===== src/verilog/rst_seq_pkg.sv =====
// Purpose: Shared constants and types of the reset and start-up sequencer
// Assumes: 100 MHz system clock; 8-bit register port
// Notes:   Timing counts are derived here from their printed figures
package rst_seq_pkg;

  localparam int CLK_MHZ            = 100;
  localparam int POWERUP_TIME_MS    = 72;
  // Internal RC ticks that span the nominal power-up time
  localparam int POWERUP_RC_TICKS   = 1024;
  localparam int STARTUP_OSC_CYCLES = 1024;
  localparam int EXT_RESET_MIN_NS   = 2000;
  localparam int EXT_RESET_FILT_CYC =
    (EXT_RESET_MIN_NS * CLK_MHZ + 999) / 1000;
  localparam int BROWNOUT_MIN_NS    = 100;
  localparam int BROWNOUT_FILT_CYC  =
    (BROWNOUT_MIN_NS * CLK_MHZ + 999) / 1000;

  localparam int CNT_W = 11;
  localparam logic [CNT_W-1:0] POWERUP_LAST = CNT_W'(POWERUP_RC_TICKS - 1);
  localparam logic [CNT_W-1:0] STARTUP_LAST = CNT_W'(STARTUP_OSC_CYCLES - 1);

  localparam logic [7:0] ADDR_FLAGS = 8'h8e;
  localparam logic [7:0] ADDR_CAUSE = 8'h8f;
  localparam logic [7:0] ADDR_TRIM  = 8'h90;
  localparam logic [7:0] ADDR_KEEP  = 8'h91;

  localparam int         FLAG_BROWNOUT_BIT = 0;
  localparam int         FLAG_POR_BIT      = 1;
  localparam logic [7:0] FLAGS_RST         = 8'h00;
  localparam logic [7:0] FLAGS_MASK        = 8'h03;
  localparam logic [7:0] TRIM_RST          = 8'h80;

  localparam logic [2:0] CRYSTAL_LOWPOWER_MODE = 3'h0;
  localparam logic [2:0] CRYSTAL_MID_MODE      = 3'h1;
  localparam logic [2:0] CRYSTAL_FAST_MODE     = 3'h2;
  localparam logic [2:0] EXT_CLOCK_MODE        = 3'h3;
  localparam logic [2:0] INTERNAL_OSC_MODE_IO  = 3'h4;
  localparam logic [2:0] INTERNAL_OSC_MODE_CLK = 3'h5;
  localparam logic [2:0] RC_MODE_IO            = 3'h6;
  localparam logic [2:0] RC_MODE_CLK           = 3'h7;

  typedef enum logic [2:0] {
    CAUSE_POR, CAUSE_WATCHDOG_RUN, CAUSE_WATCHDOG_SLEEP,
    CAUSE_PIN_RUN, CAUSE_PIN_SLEEP, CAUSE_BROWNOUT
  } cause_t;

  typedef enum logic [2:0] {
    ST_HOLD, ST_POWERUP, ST_STARTUP, ST_PIN, ST_WATCHDOG, ST_RUN, ST_WAKE
  } seq_state_t;

endpackage : rst_seq_pkg

===== src/verilog/pulse_filter.sv =====
// Purpose: Pass a level only after it has stood for N clock cycles
// Assumes: Input already synchronised to clk
// Notes:   Release is immediate; only the asserting edge is delayed
`timescale 1ns/10ps
module pulse_filter #(
  parameter int N = 4
) (
  input  wire logic clk,
  input  wire logic clk_en,
  input  wire logic rst_b,
  input  wire logic level_in,
  output logic      level_out
);

  localparam int         W    = $clog2(N + 1);
  localparam logic [W-1:0] LAST = W'(N - 1);

  logic [W-1:0] cnt_r;
  logic         out_r;

  always_ff @(posedge clk) begin
    if (!rst_b) begin
      cnt_r <= '0;
      out_r <= 1'b0;
    end else if (clk_en) begin
      if (!level_in) begin
        cnt_r <= '0;
        out_r <= 1'b0;
      end else if (cnt_r == LAST) begin
        out_r <= 1'b1;
      end else begin
        cnt_r <= cnt_r + W'(1);
      end
    end
  end

  assign level_out = out_r;

  property p_filter_width;
    @(posedge clk) disable iff (!rst_b)
      $rose(out_r) |-> $past(cnt_r) == LAST && $past(level_in);
  endproperty
  a_filter_width: assert property (p_filter_width)
    else $error("filter passed a pulse shorter than its width");

endmodule : pulse_filter


===== src/verilog/reset_startup_sequencer.sv =====
// Purpose: Reset cause tracking, power-up and start-up time-outs, clock out
// Assumes: Config inputs static; watchdog and sleep come from this clock
// Notes:   Analog monitors, pin and oscillators arrive asynchronously
`timescale 1ns/10ps
// Function
// - RC and internal-oscillator modes put either I/O or clock/4 on shared pin.
// - Oscillator trim register is written by software with the stored literal.
// - Six reset causes are told apart and recorded.
// - Chip reset clears registers except on watchdog wake-up from sleep.
// - One register is never reset and keeps its content through resets.
// - External reset pin is filtered so short glitches are ignored.
// - Watchdog reset acts internally and never drives the reset pin.
// - Internal-reset option ignores the external reset pin entirely.
// - Power-on detector holds reset until supply is good; no reset on fall.
// - Power-up timer holds reset after power-on or brown-out, on RC ticks.
// - Power-up timer disable bit skips it, also after brown-out.
// - Start-up counter waits 1024 crystal cycles after the power-up delay.
// - Start-up count only in crystal modes after power-on or wake-up.
// - Brown-out enabled by config resets on dips longer than the minimum.
// - Power-on and brown-out resets wait for supply above threshold, then the power-up delay.
// - Supply dip during power-up delay restarts it from brown-out.
// - Power-up delay follows the power-on pulse, then start-up count.
// - Time-outs ignore the pin; late pin release starts at once.
// - Flag bit 0 is active-low brown-out flag, set by software.
// - Flag bit 1 is active-low power-on flag, cleared by power-on or a software write of 0.
module reset_startup_sequencer (
  input  wire logic       clk,
  input  wire logic       clk_en,
  input  wire logic       rst_b,
  input  wire logic       por_active,
  input  wire logic       vdd_below_brownout,
  input  wire logic       ext_reset_n,
  input  wire logic       osc_input_pin,
  input  wire logic       rc_osc_clk,
  input  wire logic       watchdog_timeout,
  input  wire logic       sleeping,
  input  wire logic [2:0] osc_mode_cfg,
  input  wire logic       powerup_timer_disable_cfg,
  input  wire logic       brownout_enable_cfg,
  input  wire logic       ext_reset_pin_cfg,
  input  wire logic       gpio_out,
  input  wire logic       gpio_oe,
  input  wire logic [7:0] addr,
  input  wire logic [7:0] wdata,
  input  wire logic       wr,
  input  wire logic       rd,
  output logic [7:0]      rdata,
  output logic            chip_reset,
  output logic            cpu_stall,
  output logic            watchdog_wakeup,
  output logic [7:0]      osc_trim,
  output logic            clock_quarter_out,
  output logic            shared_io_out,
  output logic            shared_io_oe
);

  function automatic logic [rst_seq_pkg::CNT_W:0] count_step(
    input logic [rst_seq_pkg::CNT_W-1:0] cnt,
    input logic                          tick,
    input logic [rst_seq_pkg::CNT_W-1:0] last
  );
    logic done;
    done = tick && (cnt == last);
    if (done)
      count_step = {1'b1, {rst_seq_pkg::CNT_W{1'b0}}};
    else if (tick)
      count_step = {1'b0, cnt + rst_seq_pkg::CNT_W'(1)};
    else
      count_step = {1'b0, cnt};
  endfunction : count_step

  // Two-flop synchronisers; bit order: por, vdd, pin, osc, rc
  logic [4:0] sync1_r;
  logic [4:0] sync2_r;
  logic [1:0] edge_r;

  always_ff @(posedge clk) begin
    if (!rst_b) begin
      sync1_r <= 5'h05;
      sync2_r <= 5'h05;
      edge_r  <= 2'h0;
    end else if (clk_en) begin
      sync1_r <= {rc_osc_clk, osc_input_pin, ext_reset_n,
                  vdd_below_brownout, por_active};
      sync2_r <= sync1_r;
      edge_r  <= sync2_r[4:3];
    end
  end

  logic por_s;
  logic supply_low;
  logic pin_raw_act;
  logic pin_act;
  logic brownout_filt;
  logic brownout_evt;
  logic osc_edge;
  logic rc_edge;
  logic crystal_mode;
  logic clock_quarter_out_mode;

  assign por_s        = sync2_r[0];
  assign supply_low   = brownout_enable_cfg && sync2_r[1];
  assign pin_raw_act  = !sync2_r[2] && !ext_reset_pin_cfg;
  assign osc_edge     = sync2_r[3] && !edge_r[0];
  assign rc_edge      = sync2_r[4] && !edge_r[1];
  assign brownout_evt = brownout_enable_cfg && brownout_filt;
  assign crystal_mode = osc_mode_cfg == rst_seq_pkg::CRYSTAL_LOWPOWER_MODE ||
                        osc_mode_cfg == rst_seq_pkg::CRYSTAL_MID_MODE ||
                        osc_mode_cfg == rst_seq_pkg::CRYSTAL_FAST_MODE;
  assign clock_quarter_out_mode  = osc_mode_cfg == rst_seq_pkg::INTERNAL_OSC_MODE_CLK ||
                        osc_mode_cfg == rst_seq_pkg::RC_MODE_CLK;

  // Glitch filter on the reset pin
  pulse_filter #(.N(rst_seq_pkg::EXT_RESET_FILT_CYC)) u_pin_filter (
    .clk       (clk),
    .clk_en    (clk_en),
    .rst_b     (rst_b),
    .level_in  (pin_raw_act),
    .level_out (pin_act)
  );

  // Short supply dips are dropped before brown-out detection; ST_HOLD and ST_POWERUP still act on the raw supply_low
  pulse_filter #(.N(rst_seq_pkg::BROWNOUT_FILT_CYC)) u_vdd_filter (
    .clk       (clk),
    .clk_en    (clk_en),
    .rst_b     (rst_b),
    .level_in  (supply_low),
    .level_out (brownout_filt)
  );

  rst_seq_pkg::seq_state_t       state_r;
  rst_seq_pkg::seq_state_t       state_nxt;
  rst_seq_pkg::cause_t           cause_r;
  rst_seq_pkg::cause_t           cause_nxt;
  logic [rst_seq_pkg::CNT_W-1:0] cnt_r;
  logic [rst_seq_pkg::CNT_W-1:0] cnt_nxt;
  logic [rst_seq_pkg::CNT_W:0]   step;
  logic                          wake_nxt;
  logic                          wake_r;
  logic                          startup_needed;

  assign startup_needed = crystal_mode &&
                          cause_r == rst_seq_pkg::CAUSE_POR;

  always_comb begin
    state_nxt = state_r;
    cause_nxt = cause_r;
    cnt_nxt   = cnt_r;
    wake_nxt  = 1'b0;
    step      = '0;
    unique case (state_r)
      rst_seq_pkg::ST_HOLD: begin
        cnt_nxt = '0;
        if (!por_s && !supply_low) begin
          if (!powerup_timer_disable_cfg)
            state_nxt = rst_seq_pkg::ST_POWERUP;
          else if (startup_needed)
            state_nxt = rst_seq_pkg::ST_STARTUP;
          else
            state_nxt = rst_seq_pkg::ST_PIN;
        end
      end
      rst_seq_pkg::ST_POWERUP: begin
        step    = count_step(cnt_r, rc_edge, rst_seq_pkg::POWERUP_LAST);
        cnt_nxt = step[rst_seq_pkg::CNT_W-1:0];
        if (supply_low) begin
          state_nxt = rst_seq_pkg::ST_HOLD;
          cause_nxt = rst_seq_pkg::CAUSE_BROWNOUT;
          cnt_nxt   = '0;
        end else if (step[rst_seq_pkg::CNT_W]) begin
          state_nxt = startup_needed ? rst_seq_pkg::ST_STARTUP
                                     : rst_seq_pkg::ST_PIN;
        end
      end
      rst_seq_pkg::ST_STARTUP: begin
        step    = count_step(cnt_r, osc_edge, rst_seq_pkg::STARTUP_LAST);
        cnt_nxt = step[rst_seq_pkg::CNT_W-1:0];
        if (step[rst_seq_pkg::CNT_W])
          state_nxt = rst_seq_pkg::ST_PIN;
      end
      rst_seq_pkg::ST_PIN: begin
        // Time-outs may already be spent; release runs at once
        if (!pin_act)
          state_nxt = rst_seq_pkg::ST_RUN;
      end
      rst_seq_pkg::ST_WATCHDOG: begin
        // Internal only: the reset pin is an input and is never driven
        state_nxt = rst_seq_pkg::ST_RUN;
      end
      rst_seq_pkg::ST_RUN: begin
        if (pin_act) begin
          state_nxt = rst_seq_pkg::ST_PIN;
          cause_nxt = sleeping ? rst_seq_pkg::CAUSE_PIN_SLEEP
                               : rst_seq_pkg::CAUSE_PIN_RUN;
        end else if (watchdog_timeout && sleeping) begin
          // Wake-up resumes the program; registers stay as they are
          wake_nxt  = 1'b1;
          cause_nxt = rst_seq_pkg::CAUSE_WATCHDOG_SLEEP;
          cnt_nxt   = '0;
          state_nxt = crystal_mode ? rst_seq_pkg::ST_WAKE
                                   : rst_seq_pkg::ST_RUN;
        end else if (watchdog_timeout) begin
          state_nxt = rst_seq_pkg::ST_WATCHDOG;
          cause_nxt = rst_seq_pkg::CAUSE_WATCHDOG_RUN;
        end
      end
      rst_seq_pkg::ST_WAKE: begin
        step    = count_step(cnt_r, osc_edge, rst_seq_pkg::STARTUP_LAST);
        cnt_nxt = step[rst_seq_pkg::CNT_W-1:0];
        if (pin_act) begin
          state_nxt = rst_seq_pkg::ST_PIN;
          cause_nxt = rst_seq_pkg::CAUSE_PIN_SLEEP;
        end else if (step[rst_seq_pkg::CNT_W]) begin
          state_nxt = rst_seq_pkg::ST_RUN;
        end
      end
    endcase
    // Supply events outrank everything else
    if (por_s) begin
      state_nxt = rst_seq_pkg::ST_HOLD;
      cause_nxt = rst_seq_pkg::CAUSE_POR;
      cnt_nxt   = '0;
      wake_nxt  = 1'b0;
    end else if (brownout_evt && state_r != rst_seq_pkg::ST_HOLD) begin
      state_nxt = rst_seq_pkg::ST_HOLD;
      cause_nxt = rst_seq_pkg::CAUSE_BROWNOUT;
      cnt_nxt   = '0;
      wake_nxt  = 1'b0;
    end
  end

  always_ff @(posedge clk) begin
    if (!rst_b) begin
      state_r <= rst_seq_pkg::ST_HOLD;
      cause_r <= rst_seq_pkg::CAUSE_POR;
      cnt_r   <= '0;
      wake_r  <= 1'b0;
    end else if (clk_en) begin
      state_r <= state_nxt;
      cause_r <= cause_nxt;
      cnt_r   <= cnt_nxt;
      wake_r  <= wake_nxt;
    end
  end

  // Chip reset also serves as the register initialise for the core
  assign chip_reset      = state_r != rst_seq_pkg::ST_RUN &&
                           state_r != rst_seq_pkg::ST_WAKE;
  assign cpu_stall       = state_r == rst_seq_pkg::ST_WAKE;
  assign watchdog_wakeup = wake_r;

  // Clock divider and shared pin
  logic [1:0] div_r;
  logic       pin_out_r;
  logic       pin_oe_r;

  always_ff @(posedge clk) begin
    if (!rst_b) begin
      div_r     <= 2'h0;
      pin_out_r <= 1'b0;
      pin_oe_r  <= 1'b0;
    end else if (clk_en) begin
      div_r <= div_r + 2'h1;
      if (clock_quarter_out_mode) begin
        pin_out_r <= div_r[1];
        pin_oe_r  <= 1'b1;
      end else if (crystal_mode) begin
        // Pin belongs to the crystal here
        pin_out_r <= 1'b0;
        pin_oe_r  <= 1'b0;
      end else begin
        pin_out_r <= gpio_out;
        pin_oe_r  <= gpio_oe;
      end
    end
  end

  assign clock_quarter_out = div_r[1];
  assign shared_io_out     = pin_out_r;
  assign shared_io_oe      = pin_oe_r;

  // Register port
  logic [7:0] flags_r;
  logic [7:0] trim_r;
  logic [7:0] keep_r;
  logic [7:0] rdata_r;

  always_ff @(posedge clk) begin
    if (!rst_b) begin
      flags_r <= rst_seq_pkg::FLAGS_RST;
    end else if (clk_en) begin
      if (wr && addr == rst_seq_pkg::ADDR_FLAGS)
        flags_r <= wdata & rst_seq_pkg::FLAGS_MASK;
      // Hardware clear is placed last so it beats a same-cycle write
      if (por_s)
        flags_r[rst_seq_pkg::FLAG_POR_BIT] <= 1'b0;
      if (brownout_evt)
        flags_r[rst_seq_pkg::FLAG_BROWNOUT_BIT] <= 1'b0;
    end
  end

  always_ff @(posedge clk) begin
    if (!rst_b)
      trim_r <= rst_seq_pkg::TRIM_RST;
    else if (clk_en && wr && addr == rst_seq_pkg::ADDR_TRIM)
      trim_r <= wdata;
  end

  // No reset at all: content survives every reset kind
  always_ff @(posedge clk) begin
    if (clk_en && wr && addr == rst_seq_pkg::ADDR_KEEP)
      keep_r <= wdata;
  end

  always_ff @(posedge clk) begin
    if (!rst_b) begin
      rdata_r <= 8'h00;
    end else if (clk_en) begin
      rdata_r <= 8'h00;
      if (rd) begin
        unique case (addr)
          rst_seq_pkg::ADDR_FLAGS: rdata_r <= flags_r;
          rst_seq_pkg::ADDR_CAUSE: rdata_r <= {5'h00, cause_r};
          rst_seq_pkg::ADDR_TRIM:  rdata_r <= trim_r;
          rst_seq_pkg::ADDR_KEEP:  rdata_r <= keep_r;
          default:                 rdata_r <= 8'h00;
        endcase
      end
    end
  end

  assign rdata    = rdata_r;
  assign osc_trim = trim_r;

  property p_pin_ignored;
    @(posedge clk) disable iff (!rst_b)
      (clk_en && ext_reset_pin_cfg && state_r == rst_seq_pkg::ST_RUN &&
       $past(ext_reset_pin_cfg, 2)) |=> state_r != rst_seq_pkg::ST_PIN;
  endproperty
  a_pin_ignored: assert property (p_pin_ignored)
    else $error("reset pin acted while ignored by config");

  property p_powerup_gate;
    @(posedge clk) disable iff (!rst_b)
      (state_r == rst_seq_pkg::ST_POWERUP &&
       $past(state_r) == rst_seq_pkg::ST_HOLD) |->
        !$past(powerup_timer_disable_cfg);
  endproperty
  a_powerup_gate: assert property (p_powerup_gate)
    else $error("power-up timer started while disabled");

  property p_startup_entry;
    @(posedge clk) disable iff (!rst_b)
      (state_r == rst_seq_pkg::ST_STARTUP &&
       $past(state_r) != rst_seq_pkg::ST_STARTUP) |->
        cnt_r == '0 && $past(cause_r) == rst_seq_pkg::CAUSE_POR;
  endproperty
  a_startup_entry: assert property (p_startup_entry)
    else $error("start-up count entered for wrong cause");

  property p_startup_len;
    @(posedge clk) disable iff (!rst_b)
      (state_r == rst_seq_pkg::ST_PIN &&
       $past(state_r) == rst_seq_pkg::ST_STARTUP) |->
        $past(cnt_r) == rst_seq_pkg::STARTUP_LAST;
  endproperty
  a_startup_len: assert property (p_startup_len)
    else $error("start-up count ended early");

  property p_powerup_len;
    @(posedge clk) disable iff (!rst_b)
      (state_r != rst_seq_pkg::ST_POWERUP &&
       state_r != rst_seq_pkg::ST_HOLD &&
       $past(state_r) == rst_seq_pkg::ST_POWERUP) |->
        $past(cnt_r) == rst_seq_pkg::POWERUP_LAST;
  endproperty
  a_powerup_len: assert property (p_powerup_len)
    else $error("power-up delay ended early");

  property p_dip_restart;
    @(posedge clk) disable iff (!rst_b)
      (clk_en && !por_s && supply_low &&
       state_r == rst_seq_pkg::ST_POWERUP) |=>
        state_r == rst_seq_pkg::ST_HOLD &&
        cause_r == rst_seq_pkg::CAUSE_BROWNOUT;
  endproperty
  a_dip_restart: assert property (p_dip_restart)
    else $error("supply dip did not restart power-up delay");

  property p_por_flag;
    @(posedge clk) disable iff (!rst_b)
      (clk_en && por_s) |=> !flags_r[rst_seq_pkg::FLAG_POR_BIT] &&
                            state_r == rst_seq_pkg::ST_HOLD;
  endproperty
  a_por_flag: assert property (p_por_flag)
    else $error("power-on did not clear its flag");

  property p_brownout_flag;
    @(posedge clk) disable iff (!rst_b)
      (clk_en && brownout_evt) |=>
        !flags_r[rst_seq_pkg::FLAG_BROWNOUT_BIT];
  endproperty
  a_brownout_flag: assert property (p_brownout_flag)
    else $error("brown-out did not clear its flag");

  property p_clock_quarter_out;
    @(posedge clk) disable iff (!rst_b)
      (clk_en && clock_quarter_out_mode) [*2] |-> shared_io_oe;
  endproperty
  a_clock_quarter_out: assert property (p_clock_quarter_out)
    else $error("clock-out mode left the shared pin undriven");

  property p_watchdog_pulse;
    @(posedge clk) disable iff (!rst_b)
      (clk_en && state_r == rst_seq_pkg::ST_WATCHDOG && !por_s &&
       !brownout_evt) |=> !chip_reset;
  endproperty
  a_watchdog_pulse: assert property (p_watchdog_pulse)
    else $error("watchdog reset lasted more than one cycle");

  c_run:      cover property (@(posedge clk) disable iff (!rst_b)
                $fell(chip_reset));
  c_watchdog: cover property (@(posedge clk) disable iff (!rst_b)
                state_r == rst_seq_pkg::ST_WATCHDOG);
  c_wake:     cover property (@(posedge clk) disable iff (!rst_b)
                $rose(cpu_stall));
  c_dip:      cover property (@(posedge clk) disable iff (!rst_b)
                state_r == rst_seq_pkg::ST_POWERUP && supply_low);

endmodule : reset_startup_sequencer


===== config.mk =====
export PLATFORM = sky130hd
export DESIGN_NAME = reset_startup_sequencer
export DESIGN_NICKNAME = d
export VERILOG_FILES = /design/src/verilog/rst_seq_pkg.sv /design/src/verilog/pulse_filter.sv /design/src/verilog/reset_startup_sequencer.sv
export SDC_FILE = /design/constraint.sdc
export NUM_CORES = 1
export LEC_CHECK = 0
export ABC_CLOCK_PERIOD_IN_PS = 3520
export BUFFER_PORTS_ARGS = -buffer_cell sky130_fd_sc_hd__buf_2
export CORE_ASPECT_RATIO = 0.7
export CORE_MARGIN = 8
export CORE_UTILIZATION = 39
export CTS_CLUSTER_DIAMETER = 60
export DETAILED_ROUTE_END_ITERATION = 12
export HOLD_SLACK_MARGIN = 0.08
export PLACE_DENSITY = 0.67
export SYNTH_ARGS = -nofsm -noshare
export SYNTH_HDL_FRONTEND = slang
export SYNTH_SLANG_ARGS = --single-unit

===== constraint.sdc =====
create_clock -name clk -period 3.52 [get_ports clk]
set_input_delay 0.352 -clock clk [delete_from_list [all_inputs] [get_ports clk]]
set_output_delay 0.352 -clock clk [all_outputs]
set_load 0.01 [all_outputs]

==> results of run 1 <==
-- cells by family (layout without fill, tap and decap cells) --
kind of cell	count (synthesis)	after routing
xor+xnor	16	16
mux	29	29
buf+inv	35	93
compound gates	79	79
flops	74	74
fa+ha+maj	4	4
simple gates	168	168
-- critical path: stages (launching register included) --
cell and delay (ps):
dfxtp_1 370, ha_1 230, nand4_1 180, or3_1 400
o211ai_2 210, nand2_1 90, o21ai_2 390, nor2_1 100
-- per-stage QoR --
stage | util, % | hold slack (ps)
6_report | 46.6 | 204
5_1_grt | 46.6 | 192
4_1_cts | 46.6 | 191
3_5_place_dp | 43.2 | 463
3_3_place_gp | 43.2 | 458
2_1_floorplan | - | 441
-- layout make-up --
class,instances,area [sq um],area share [%]
clock inverters,7,92.6,2.09
flip-flops and latches,74,1560,35.3
clock buffers,9,225,5.09
multi-input cells,296,2010,45.6
well taps,128,160,3.62
inverters,18,67.6,1.53
repair buffers,59,300,6.79
-- per-layer routing --
layer,track usage [%],part of all wire (%),vias up
met3,4.97,6.3,14
li1,-,-,1551
met5,0,0,-
met2,20.9,45,84
met4,6.09,2.0,0
met1,17.6,47,1446
-- registers in the layout, summed over array words and instances, names as in the netlist --
name                    count
cause_r                     3
cnt_r                      11
div_r                       2
edge_r                      2
flags_r                     2
keep_r                      8
osc_trim                    8
rdata                       8
shared_io_oe                1
shared_io_out               1
state_r                     3
sync1_r                     5
sync2_r                     5
u_pin_filter.cnt_r          8
u_pin_filter.level_out      1
u_vdd_filter.cnt_r          4
u_vdd_filter.level_out      1
watchdog_wakeup             1
-- cells in the final DEF, fill, tap and decap left out, drive strengths merged, types with 3 or more instances in the layout --
cell type	count
buf	59
inv	19
nor2	38
a21oi	12
ha	4
a21o	3
o21ai	22
clkbuf	9
nor4	4
and3	3
and2	16
a31oi	5
nor3	7
dfxtp	66
nor3b	5
nand3	11
a22oi	7
xnor2	10
nand4	12
nand2	32
o2111ai	4
mux2i	28
xor2	6
a21boi	4
a221oi	5
nor2b	21
or3	3
o22ai	8
edfxtp	8
nand2b	5
clkinv	4
-- worst min-delay path by stage --
| stage | from | endpoint | slack [ps] | depth (start not counted) |
|---|---|---|---|---|
| after floorplan | sync1_r[0] | sync1_r[0] | 440 | 2 |
| after global placement | sync1_r[0] | sync2_r[0] | 460 | 2 |
| after detailed placement | sync1_r[0] | sync1_r[0] | 460 | 2 |
| after CTS | wdata[5] | keep_r[5] | 190 | 1 |
| after global routing | wdata[5] | keep_r[5] | 190 | 1 |
| final | wdata[5] | keep_r[5] | 200 | 1 |
-- power by group --
group          total, mW  switching (mW)  internal [mW]  leakage, nW
combinational      0.126          0.0735         0.0526        0.906
sequential         0.875          0.0108          0.864        0.606
clock              0.973           0.353          0.620        0.160
==> results.sh, run 1 <==
export IMPL_drive_gt1_share_pct=21.6
export IMPL_ctsHoldBuffers=0
export IMPL_max_freq_mhz=474
export IMPL_r2r_setup_slack_ps=1410
export IMPL_drtIter0Drc=230
export IMPL_ioPinCount=58
export IMPL_synth_seq_cells=74
export IMPL_yosys_top_cells_count="dfxtp_1, nor2_1, nand2_1"
export IMPL_timing_rr_start="cnt_r[0]"
export IMPL_timing_final_ws_setup_ps=1410
export IMPL_routedWlPerCell_um=14.8
export IMPL_worst_slew_pin_transition_ps=853
export IMPL_rsz0062_at_grt="no"
export IMPL_grt_pass1_wl_um=14800
export IMPL_critPathMaxFanout=11
export IMPL_start_util_pct=39.2
export IMPL_post_cts_buffers=0
export IMPL_yosysTopAreaCellShare_pct=35.4
export IMPL_place_area_sq_mm=0.00410
export IMPL_fp_row_count=30
export IMPL_cap_violations=0
export IMPL_yosysUniqueCellTypes=64
export IMPL_dieArea_sq_mm=0.0130
export IMPL_worstRegToRegCells=7
export IMPL_grt_pass1_vias=3048
export IMPL_synthesis_nets=445
export IMPL_p_per_area_mw_per_mm2=446
export IMPL_total_power_mw=1.97
export IMPL_synth_top_area_cell="dfxtp_1"
export IMPL_finalCritPeriodShare_pct=59.9
export IMPL_cts_buffers=9
export IMPL_yosysWarnings=0
export IMPL_drc_errors=0
export IMPL_routabilityCongestion=0.947
export IMPL_antenna_left=0
export IMPL_status="completed"
export IMPL_grt_overflow=0
export IMPL_wl_um=8730
export IMPL_cts_root_buffer="clkbuf_16"
export IMPL_dp_slack_ps=1430
export IMPL_ir_drop_mv=0.271
export IMPL_cp_start_kind="register"
export IMPL_fin_skew_ps=5.98
export IMPL_clk_pin_slew_ps=60
export IMPL_final_area_sq_mm=0.00442
export IMPL_r2r_end="cnt_r[6]"
export IMPL_critPathLaunch="cnt_r[0]"
export IMPL_clockBufferDepth=2
export IMPL_syn_area_sq_mm=0.00373
export IMPL_cts_sinks=74
export IMPL_synth_area_leaders="dfxtp_1, mux2i_1, edfxtp_1"
export IMPL_io_buffers=57
export IMPL_synth_adder_area_share_pct=1.34
export IMPL_muxShareOfSynthArea_pct=7.82
export IMPL_ys_seq_area_share_pct=41.9
export IMPL_worstSetupPathType="register to register"
export IMPL_tns_ps=0
export IMPL_drt_vias_per_instance=5.24
export IMPL_dp_cells=575
export IMPL_antenna_found_initial=0
export IMPL_area_growth_pct=18.6
export IMPL_hold_violations=0
export IMPL_die_x_um=133
export IMPL_grt_max_degree=54
export IMPL_die_h_um=97.8
export IMPL_worstSetupEndpointType="register"
export IMPL_synth_edf_count=8
export IMPL_arrival_ps=2310
export IMPL_nFillCells=914
export IMPL_p_leak_nw=1.67
export IMPL_hp_class="primary input to register"
export IMPL_synth_compound_area_share_pct=16.1
export IMPL_endpoint="cnt_r[6]"
export IMPL_dp_hpwl_um=6340
export IMPL_synthSimpleGateAreaFrac_pct=25.0
export IMPL_vias=3095
export IMPL_nets=498
export IMPL_coreArea_sq_mm=0.00950
export IMPL_ys_async_sr_fraction_pct=0
export IMPL_cts_tree="done"
export IMPL_syn_avg_cell_area_sq_um=9.20
export IMPL_critPathRequiredTime_ps=3720
export IMPL_ys_dominant_reg_cell="dfxtp_1"
export IMPL_max_slew_margin_pct=43.1
export IMPL_synth_cells=405
export IMPL_synth_most_common_cell="dfxtp_1"
export IMPL_antenna_cells=0
export IMPL_synth_top_family_by_area="simple AND/OR/NAND/NOR gates"
export IMPL_grt_usage_pct=13.9
export IMPL_htreeDepth=3
export IMPL_synth_xor_area_share_pct=3.76
export IMPL_setup_viol=0
export IMPL_post_cts_resized=0
export IMPL_fin_crit_ps=2110
export IMPL_drtPass1Iterations=4
export IMPL_stdcell_count=591
export IMPL_insertion_delay_ps=340
export IMPL_report_final_slew_viol_count=0
No activity file was read; power rests on OpenSTA's default activity.
==> run 2: changes to the inputs <==
--- a/config.mk
+++ b/config.mk
@@ -5,7 +5,7 @@
 export SDC_FILE = /design/constraint.sdc
 export NUM_CORES = 1
 export LEC_CHECK = 0
-export ABC_CLOCK_PERIOD_IN_PS = 3520
+export ABC_CLOCK_PERIOD_IN_PS = 1800
 export BUFFER_PORTS_ARGS = -buffer_cell sky130_fd_sc_hd__buf_2
 export CORE_ASPECT_RATIO = 0.7
 export CORE_MARGIN = 8
@@ -13,7 +13,7 @@
 export CTS_CLUSTER_DIAMETER = 60
 export DETAILED_ROUTE_END_ITERATION = 12
 export HOLD_SLACK_MARGIN = 0.08
-export PLACE_DENSITY = 0.67
+export PLACE_DENSITY = 0.7
 export SYNTH_ARGS = -nofsm -noshare
 export SYNTH_HDL_FRONTEND = slang
 export SYNTH_SLANG_ARGS = --single-unit
==> constraint.sdc (replaced) <==
create_clock -name clk -period 1.8 [get_ports clk]
set_input_delay 0.18 -clock clk [delete_from_list [all_inputs] [get_ports clk]]
set_output_delay 0.18 -clock clk [all_outputs]
set_load 0.01 [all_outputs]
==> results.sh, run 2 (synthesis results as in run 1) <==
export IMPL_max_freq_mhz=560
export IMPL_seqPwrFrac_pct=43.1
export IMPL_internal_power_mw=3.06
export IMPL_grt_usage_pct=14.8
export IMPL_largest_register_ff_count=11
export IMPL_rsz0062_at_grt="yes"
export IMPL_drtPass1Iterations=4
export IMPL_start_util_pct=39.2
export IMPL_final_area_sq_mm=0.00498
export IMPL_crit_path_max_incr_delay_ps=400
export IMPL_status="completed"
export IMPL_fp_row_count=30
export IMPL_fin_skew_ps=6.18
export IMPL_final_cell_mix="dfxtp_1, buf_2, buf_4, nand2_1, nor2_1"
export IMPL_grt_max_degree=41
export IMPL_clk_pin_slew_ps=60
export IMPL_critPathMaxFanout=6
export IMPL_p_leak_nw=1.92
export IMPL_drt_vias_per_instance=5.14
export IMPL_insertion_delay_ps=330
export IMPL_area_growth_pct=33.7
export IMPL_cts_buffers=9
export IMPL_grt_pass1_wl_um=15800
export IMPL_die_h_um=97.8
export IMPL_total_power_mw=3.96
export IMPL_cp_start_kind="register"
export IMPL_timing_rr_start="cnt_r[1]"
export IMPL_routabilityCongestion=0.873
export IMPL_dieArea_sq_mm=0.0130
export IMPL_setup_viol=0
export IMPL_fin_crit_ps=1790
export IMPL_cts_root_buffer="clkbuf_16"
export IMPL_combPwrFrac_pct=7.9
export IMPL_cts_sinks=74
export IMPL_nets=548
export IMPL_antenna_found_initial=0
export IMPL_layout_commonest_cell="dfxtp_1"
export IMPL_layout_area_seq_sq_mm=0.00157
export IMPL_hp_class="primary input to register"
export IMPL_drtIter0Drc=174
export IMPL_ir_drop_mv=0.529
export IMPL_io_buffers=57
export IMPL_grt_util_met2_pct=22.7
export IMPL_grtUsageMet3_pct=4.31
export IMPL_worstSetupEndpointType="register"
export IMPL_grt_util_met1_pct=19.6
export IMPL_antenna_cells=0
export IMPL_worst_slew_pin_transition_ps=620
export IMPL_arrival_ps=2010
export IMPL_r2r_setup_slack_ps=10
export IMPL_dp_hpwl_um=6950
export IMPL_nFillCells=853
export IMPL_finalCritPeriodShare_pct=99.2
export IMPL_grt_overflow=0
export IMPL_coreArea_sq_mm=0.00950
export IMPL_cap_violations=0
export IMPL_ioPinCount=58
export IMPL_place_area_sq_mm=0.00437
export IMPL_cts_tree="done"
export IMPL_crit_chain="ha_4 -> nand4_1 -> or3_4 -> o211ai_4 -> nand2_2 -> o21ai_4 -> buf_6 -> nor2_1"
export IMPL_clockBufferDepth=2
export IMPL_clockPowerShare_pct=49.1
export IMPL_p_per_area_mw_per_mm2=796
export IMPL_wl_um=9580
export IMPL_dp_cells=609
export IMPL_switching_share_pct=22.8
export IMPL_critPathLaunch="cnt_r[1]"
export IMPL_cp_slowest_cell="or3_4"
export IMPL_grt_pass1_vias=3240
export IMPL_p_sw_uw=904
export IMPL_hold_violations=0
export IMPL_endpoint="cnt_r[4]"
export IMPL_drive_gt1_share_pct=31.2
export IMPL_htreeDepth=3
export IMPL_report_final_slew_viol_count=0
export IMPL_multiInputGateArea_sq_mm=0.00214
export IMPL_die_x_um=133
export IMPL_antenna_left=0
export IMPL_drc_errors=0
export IMPL_vias=3297
export IMPL_worstSetupPathType="register to register"
export IMPL_hold_ws_ps=119
export IMPL_busiest_layer="met2"
export IMPL_finish_utilization_pct=52.5
export IMPL_routedWlPerCell_um=14.9
export IMPL_max_slew_margin_pct=58.6
export IMPL_r2r_end="cnt_r[4]"
export IMPL_critPathRequiredTime_ps=2030
export IMPL_stdcell_count=641
export IMPL_worstRegToRegCells=8
export IMPL_top_register="cnt_r"
[run 2: worst min-delay path by stage]
stage,depth (start not counted),start,slack (ps),end
after floorplan,0,wdata[0],280,keep_r[0]
after global placement,1,wdata[4],370,keep_r[4]
after detailed placement,1,wdata[3],370,keep_r[3]
after CTS,3,rc_osc_clk,110,sync1_r[4]
after global routing,3,rc_osc_clk,130,sync1_r[4]
final,3,rc_osc_clk,120,sync1_r[4]
[run 2: repair_timing]
action / in CTS / in global routing
setup endpoints to repair: 12 / 22
pin swaps: 6 / 11
endpoints found under the hold margin: 11 / 0
buffers inserted: 3 / 3
resized for setup: 6 / 28
hold buffers: 10 / 0
[run 2: power by group through the flow]
stage	clock [mW]	sequential, mW	combinational (mW)
after floorplan	0	1.74	0.161
after global placement	0	1.74	0.273
after detailed placement	0	1.74	0.278
after CTS	1.98	1.71	0.300
after global routing	2.05	1.71	0.341
final	1.94	1.71	0.312
[run 2: critical path, delay by kind of cell, from the launching register on]
family | cells | cell delay (ps)
fa+ha+maj | 1 | 120
flops | 1 | 360
compound gates | 2 | 380
simple gates | 4 | 670
buf+inv | 1 | 150
[run 2: layout make-up]
cell class / instances / share of cell area, %
Clock buffer: 9 / 4.52
Inverter: 18 / 1.36
Timing Repair Buffer: 109 / 14.5
Tap cell: 128 / 3.21
Sequential cell: 74 / 31.6
Clock inverter: 7 / 1.98
Multi-Input combinational cell: 296 / 42.9
[run 2: per-stage QoR]
step	worst slack, ps	TNS, ps
floorplan	56.4	0
global placement	36.9	0
detailed placement	-4.70	-14.8
CTS	0.742	0
global route	-59.4	-696
finish	14.7	0
[run 2: layer usage]
| metal | up-vias | share of wire (%) |
|---|---|---|
| met3 | 10 | 5.5 |
| met5 | - | 0 |
| met4 | 0 | 1.0 |
| met2 | 89 | 47 |
| met1 | 1549 | 46 |
| li1 | 1649 | - |
==> run 3: changes to the inputs <==
--- a/config.mk
+++ b/config.mk
@@ -9,11 +9,11 @@
 export BUFFER_PORTS_ARGS = -buffer_cell sky130_fd_sc_hd__buf_2
 export CORE_ASPECT_RATIO = 0.7
 export CORE_MARGIN = 8
-export CORE_UTILIZATION = 39
+export CORE_UTILIZATION = 40
 export CTS_CLUSTER_DIAMETER = 60
 export DETAILED_ROUTE_END_ITERATION = 12
 export HOLD_SLACK_MARGIN = 0.08
-export PLACE_DENSITY = 0.7
+export PLACE_DENSITY = 0.71
 export SYNTH_ARGS = -nofsm -noshare
 export SYNTH_HDL_FRONTEND = slang
 export SYNTH_SLANG_ARGS = --single-unit
==> results.sh, run 3 (synthesis results as in run 1) <==
export IMPL_crit_buf_inv=1
export IMPL_cts_sinks=74
export IMPL_cap_violations=0
export IMPL_routedWlPerCell_um=15.0
export IMPL_r2r_setup_slack_ps=-4
export IMPL_fin_crit_ps=1800
export IMPL_worstRegToRegCells=8
export IMPL_dp_slack_ps=-49.1
export IMPL_report_final_slew_viol_count=0
export IMPL_antenna_cells=0
export IMPL_coreArea_sq_mm=0.00907
export IMPL_finish_utilization_pct=54.0
export IMPL_clockBufferDepth=2
export IMPL_drtPass1Iterations=4
export IMPL_area_growth_pct=31.5
export IMPL_antenna_found_initial=0
export IMPL_nets=547
export IMPL_p_per_area_mw_per_mm2=764
export IMPL_endpoint="state_r[2]"
export IMPL_multiInputGateArea_sq_mm=0.00212
export IMPL_drc_errors=0
export IMPL_p_leak_nw=1.89
export IMPL_timing_final_ws_setup_ps=-3.90
export IMPL_worst_slew_pin_transition_ps=657
export IMPL_antenna_left=0
export IMPL_start_util_pct=41.1
export IMPL_grt_max_degree=28
export IMPL_worstSetupEndpointType="register"
export IMPL_critPathRequiredTime_ps=2020
export IMPL_place_area_sq_mm=0.00435
export IMPL_fin_skew_ps=6.88
export IMPL_arrival_ps=2020
export IMPL_largest_register_ff_count=11
export IMPL_cts_root_buffer="clkbuf_16"
export IMPL_drtIter0Drc=162
export IMPL_grt_pass1_wl_um=15800
export IMPL_stdcell_count=636
export IMPL_tns_ps=-3.90
export IMPL_cp_slowest_cell="or3_4"
export IMPL_ir_drop_mv=0.528
export IMPL_final_cell_mix="dfxtp_1, buf_2, buf_4, nand2_1, nor2_1"
export IMPL_nFillCells=844
export IMPL_die_h_um=96.8
export IMPL_dp_hpwl_um=6950
export IMPL_timing_rr_start="cnt_r[0]"
export IMPL_critPathLaunch="cnt_r[0]"
export IMPL_htreeDepth=3
export IMPL_grt_pass1_vias=3157
export IMPL_violations="negative setup slack"
export IMPL_layout_area_seq_sq_mm=0.00157
export IMPL_grt_overflow=0
export IMPL_finalCritPeriodShare_pct=100
export IMPL_critPathMaxFanout=5
export IMPL_status="finished, violations left"
export IMPL_rsz0062_at_grt="yes"
export IMPL_path_depth=8
export IMPL_layout_commonest_cell="dfxtp_1"
export IMPL_fp_row_count=29
export IMPL_ioPinCount=58
export IMPL_hp_class="primary input to register"
export IMPL_max_slew_margin_pct=56.1
export IMPL_routabilityCongestion=0.938
export IMPL_wl_um=9560
export IMPL_worst_path_dominant_cell_family="simple AND/OR/NAND/NOR gates"
export IMPL_drt_vias_per_instance=5.27
export IMPL_grt_usage_pct=15.0
export IMPL_max_freq_mhz=554
export IMPL_vias=3354
export IMPL_insertion_delay_ps=340
export IMPL_crit_chain="ha_4 -> nand4_1 -> or3_4 -> o211ai_4 -> buf_6 -> o2111ai_4 -> nand3_1 -> o21ai_1"
export IMPL_die_x_um=131
export IMPL_cts_buffers=9
export IMPL_clk_pin_slew_ps=60
export IMPL_cts_tree="done"
export IMPL_dp_cells=605
export IMPL_hold_ws_ps=101
export IMPL_hold_violations=0
export IMPL_final_area_sq_mm=0.00490
export IMPL_drive_gt1_share_pct=30.9
export IMPL_worstSetupPathType="register to register"
export IMPL_top_register="cnt_r"
export IMPL_r2r_end="state_r[2]"
export IMPL_total_power_mw=3.74
export IMPL_crit_path_max_incr_delay_ps=410
export IMPL_dieArea_sq_mm=0.0127
export IMPL_io_buffers=57
export IMPL_setup_viol=1
export IMPL_cp_start_kind="register"
[run 3: cell types whose count changed in the layout (fill, tap and decap cells not counted), sizes merged]
cell      delta
buf          -1
clkinvlp     +2
bufinv       -2
[run 3: cell type report]
type	instances	area share, %
multi-input cells	296	43.2
flip-flops and latches	74	32.0
repair buffers	108	14.4
clock buffers	9	4.59
well taps	124	3.16
inverters	18	1.38
clock inverters	7	1.25
[run 3: timing repair]
item                                    in CTS  in global routing
buffers inserted                             4                  1
pin swaps                                   13                  8
resized for setup                           18                 13
hold endpoints to repair                    11                  0
hold buffers                                10                  0
endpoints found under the setup margin      16                 20
[run 3: worst min-delay path by stage]
stage	startpoint	endpoint	slack (ps)	cells past startpoint
global placement	wdata[6]	keep_r[6]	370	1
global route	vdd_below_brownout	sync1_r[1]	130	3
floorplan	wdata[0]	keep_r[0]	280	0
detailed placement	wdata[4]	keep_r[4]	380	1
CTS	rc_osc_clk	sync1_r[4]	90	3
finish	rc_osc_clk	sync1_r[4]	100	3
[run 3: tightest hold or removal path: stages]
cell,delay [ps]
buf_2,80
mux2i_1,50
nor2b_1,90
[run 3: per-layer routing]
layer,wire length (um),track usage [%],vias to the layer above
met3,693,5.11,6
met5,0,0,-
met1,4460,19.9,1598
met4,77,4.66,0
li1,-,-,1648
met2,4320,22.2,102
[run 3: power breakdown]
part | internal, mW | switching (mW) | total (mW)
Combinational | 0.144 | 0.163 | 0.308
Sequential | 1.69 | 0.0200 | 1.71
Clock | 0.957 | 0.771 | 1.73
Total | 2.79 | 0.954 | 3.74
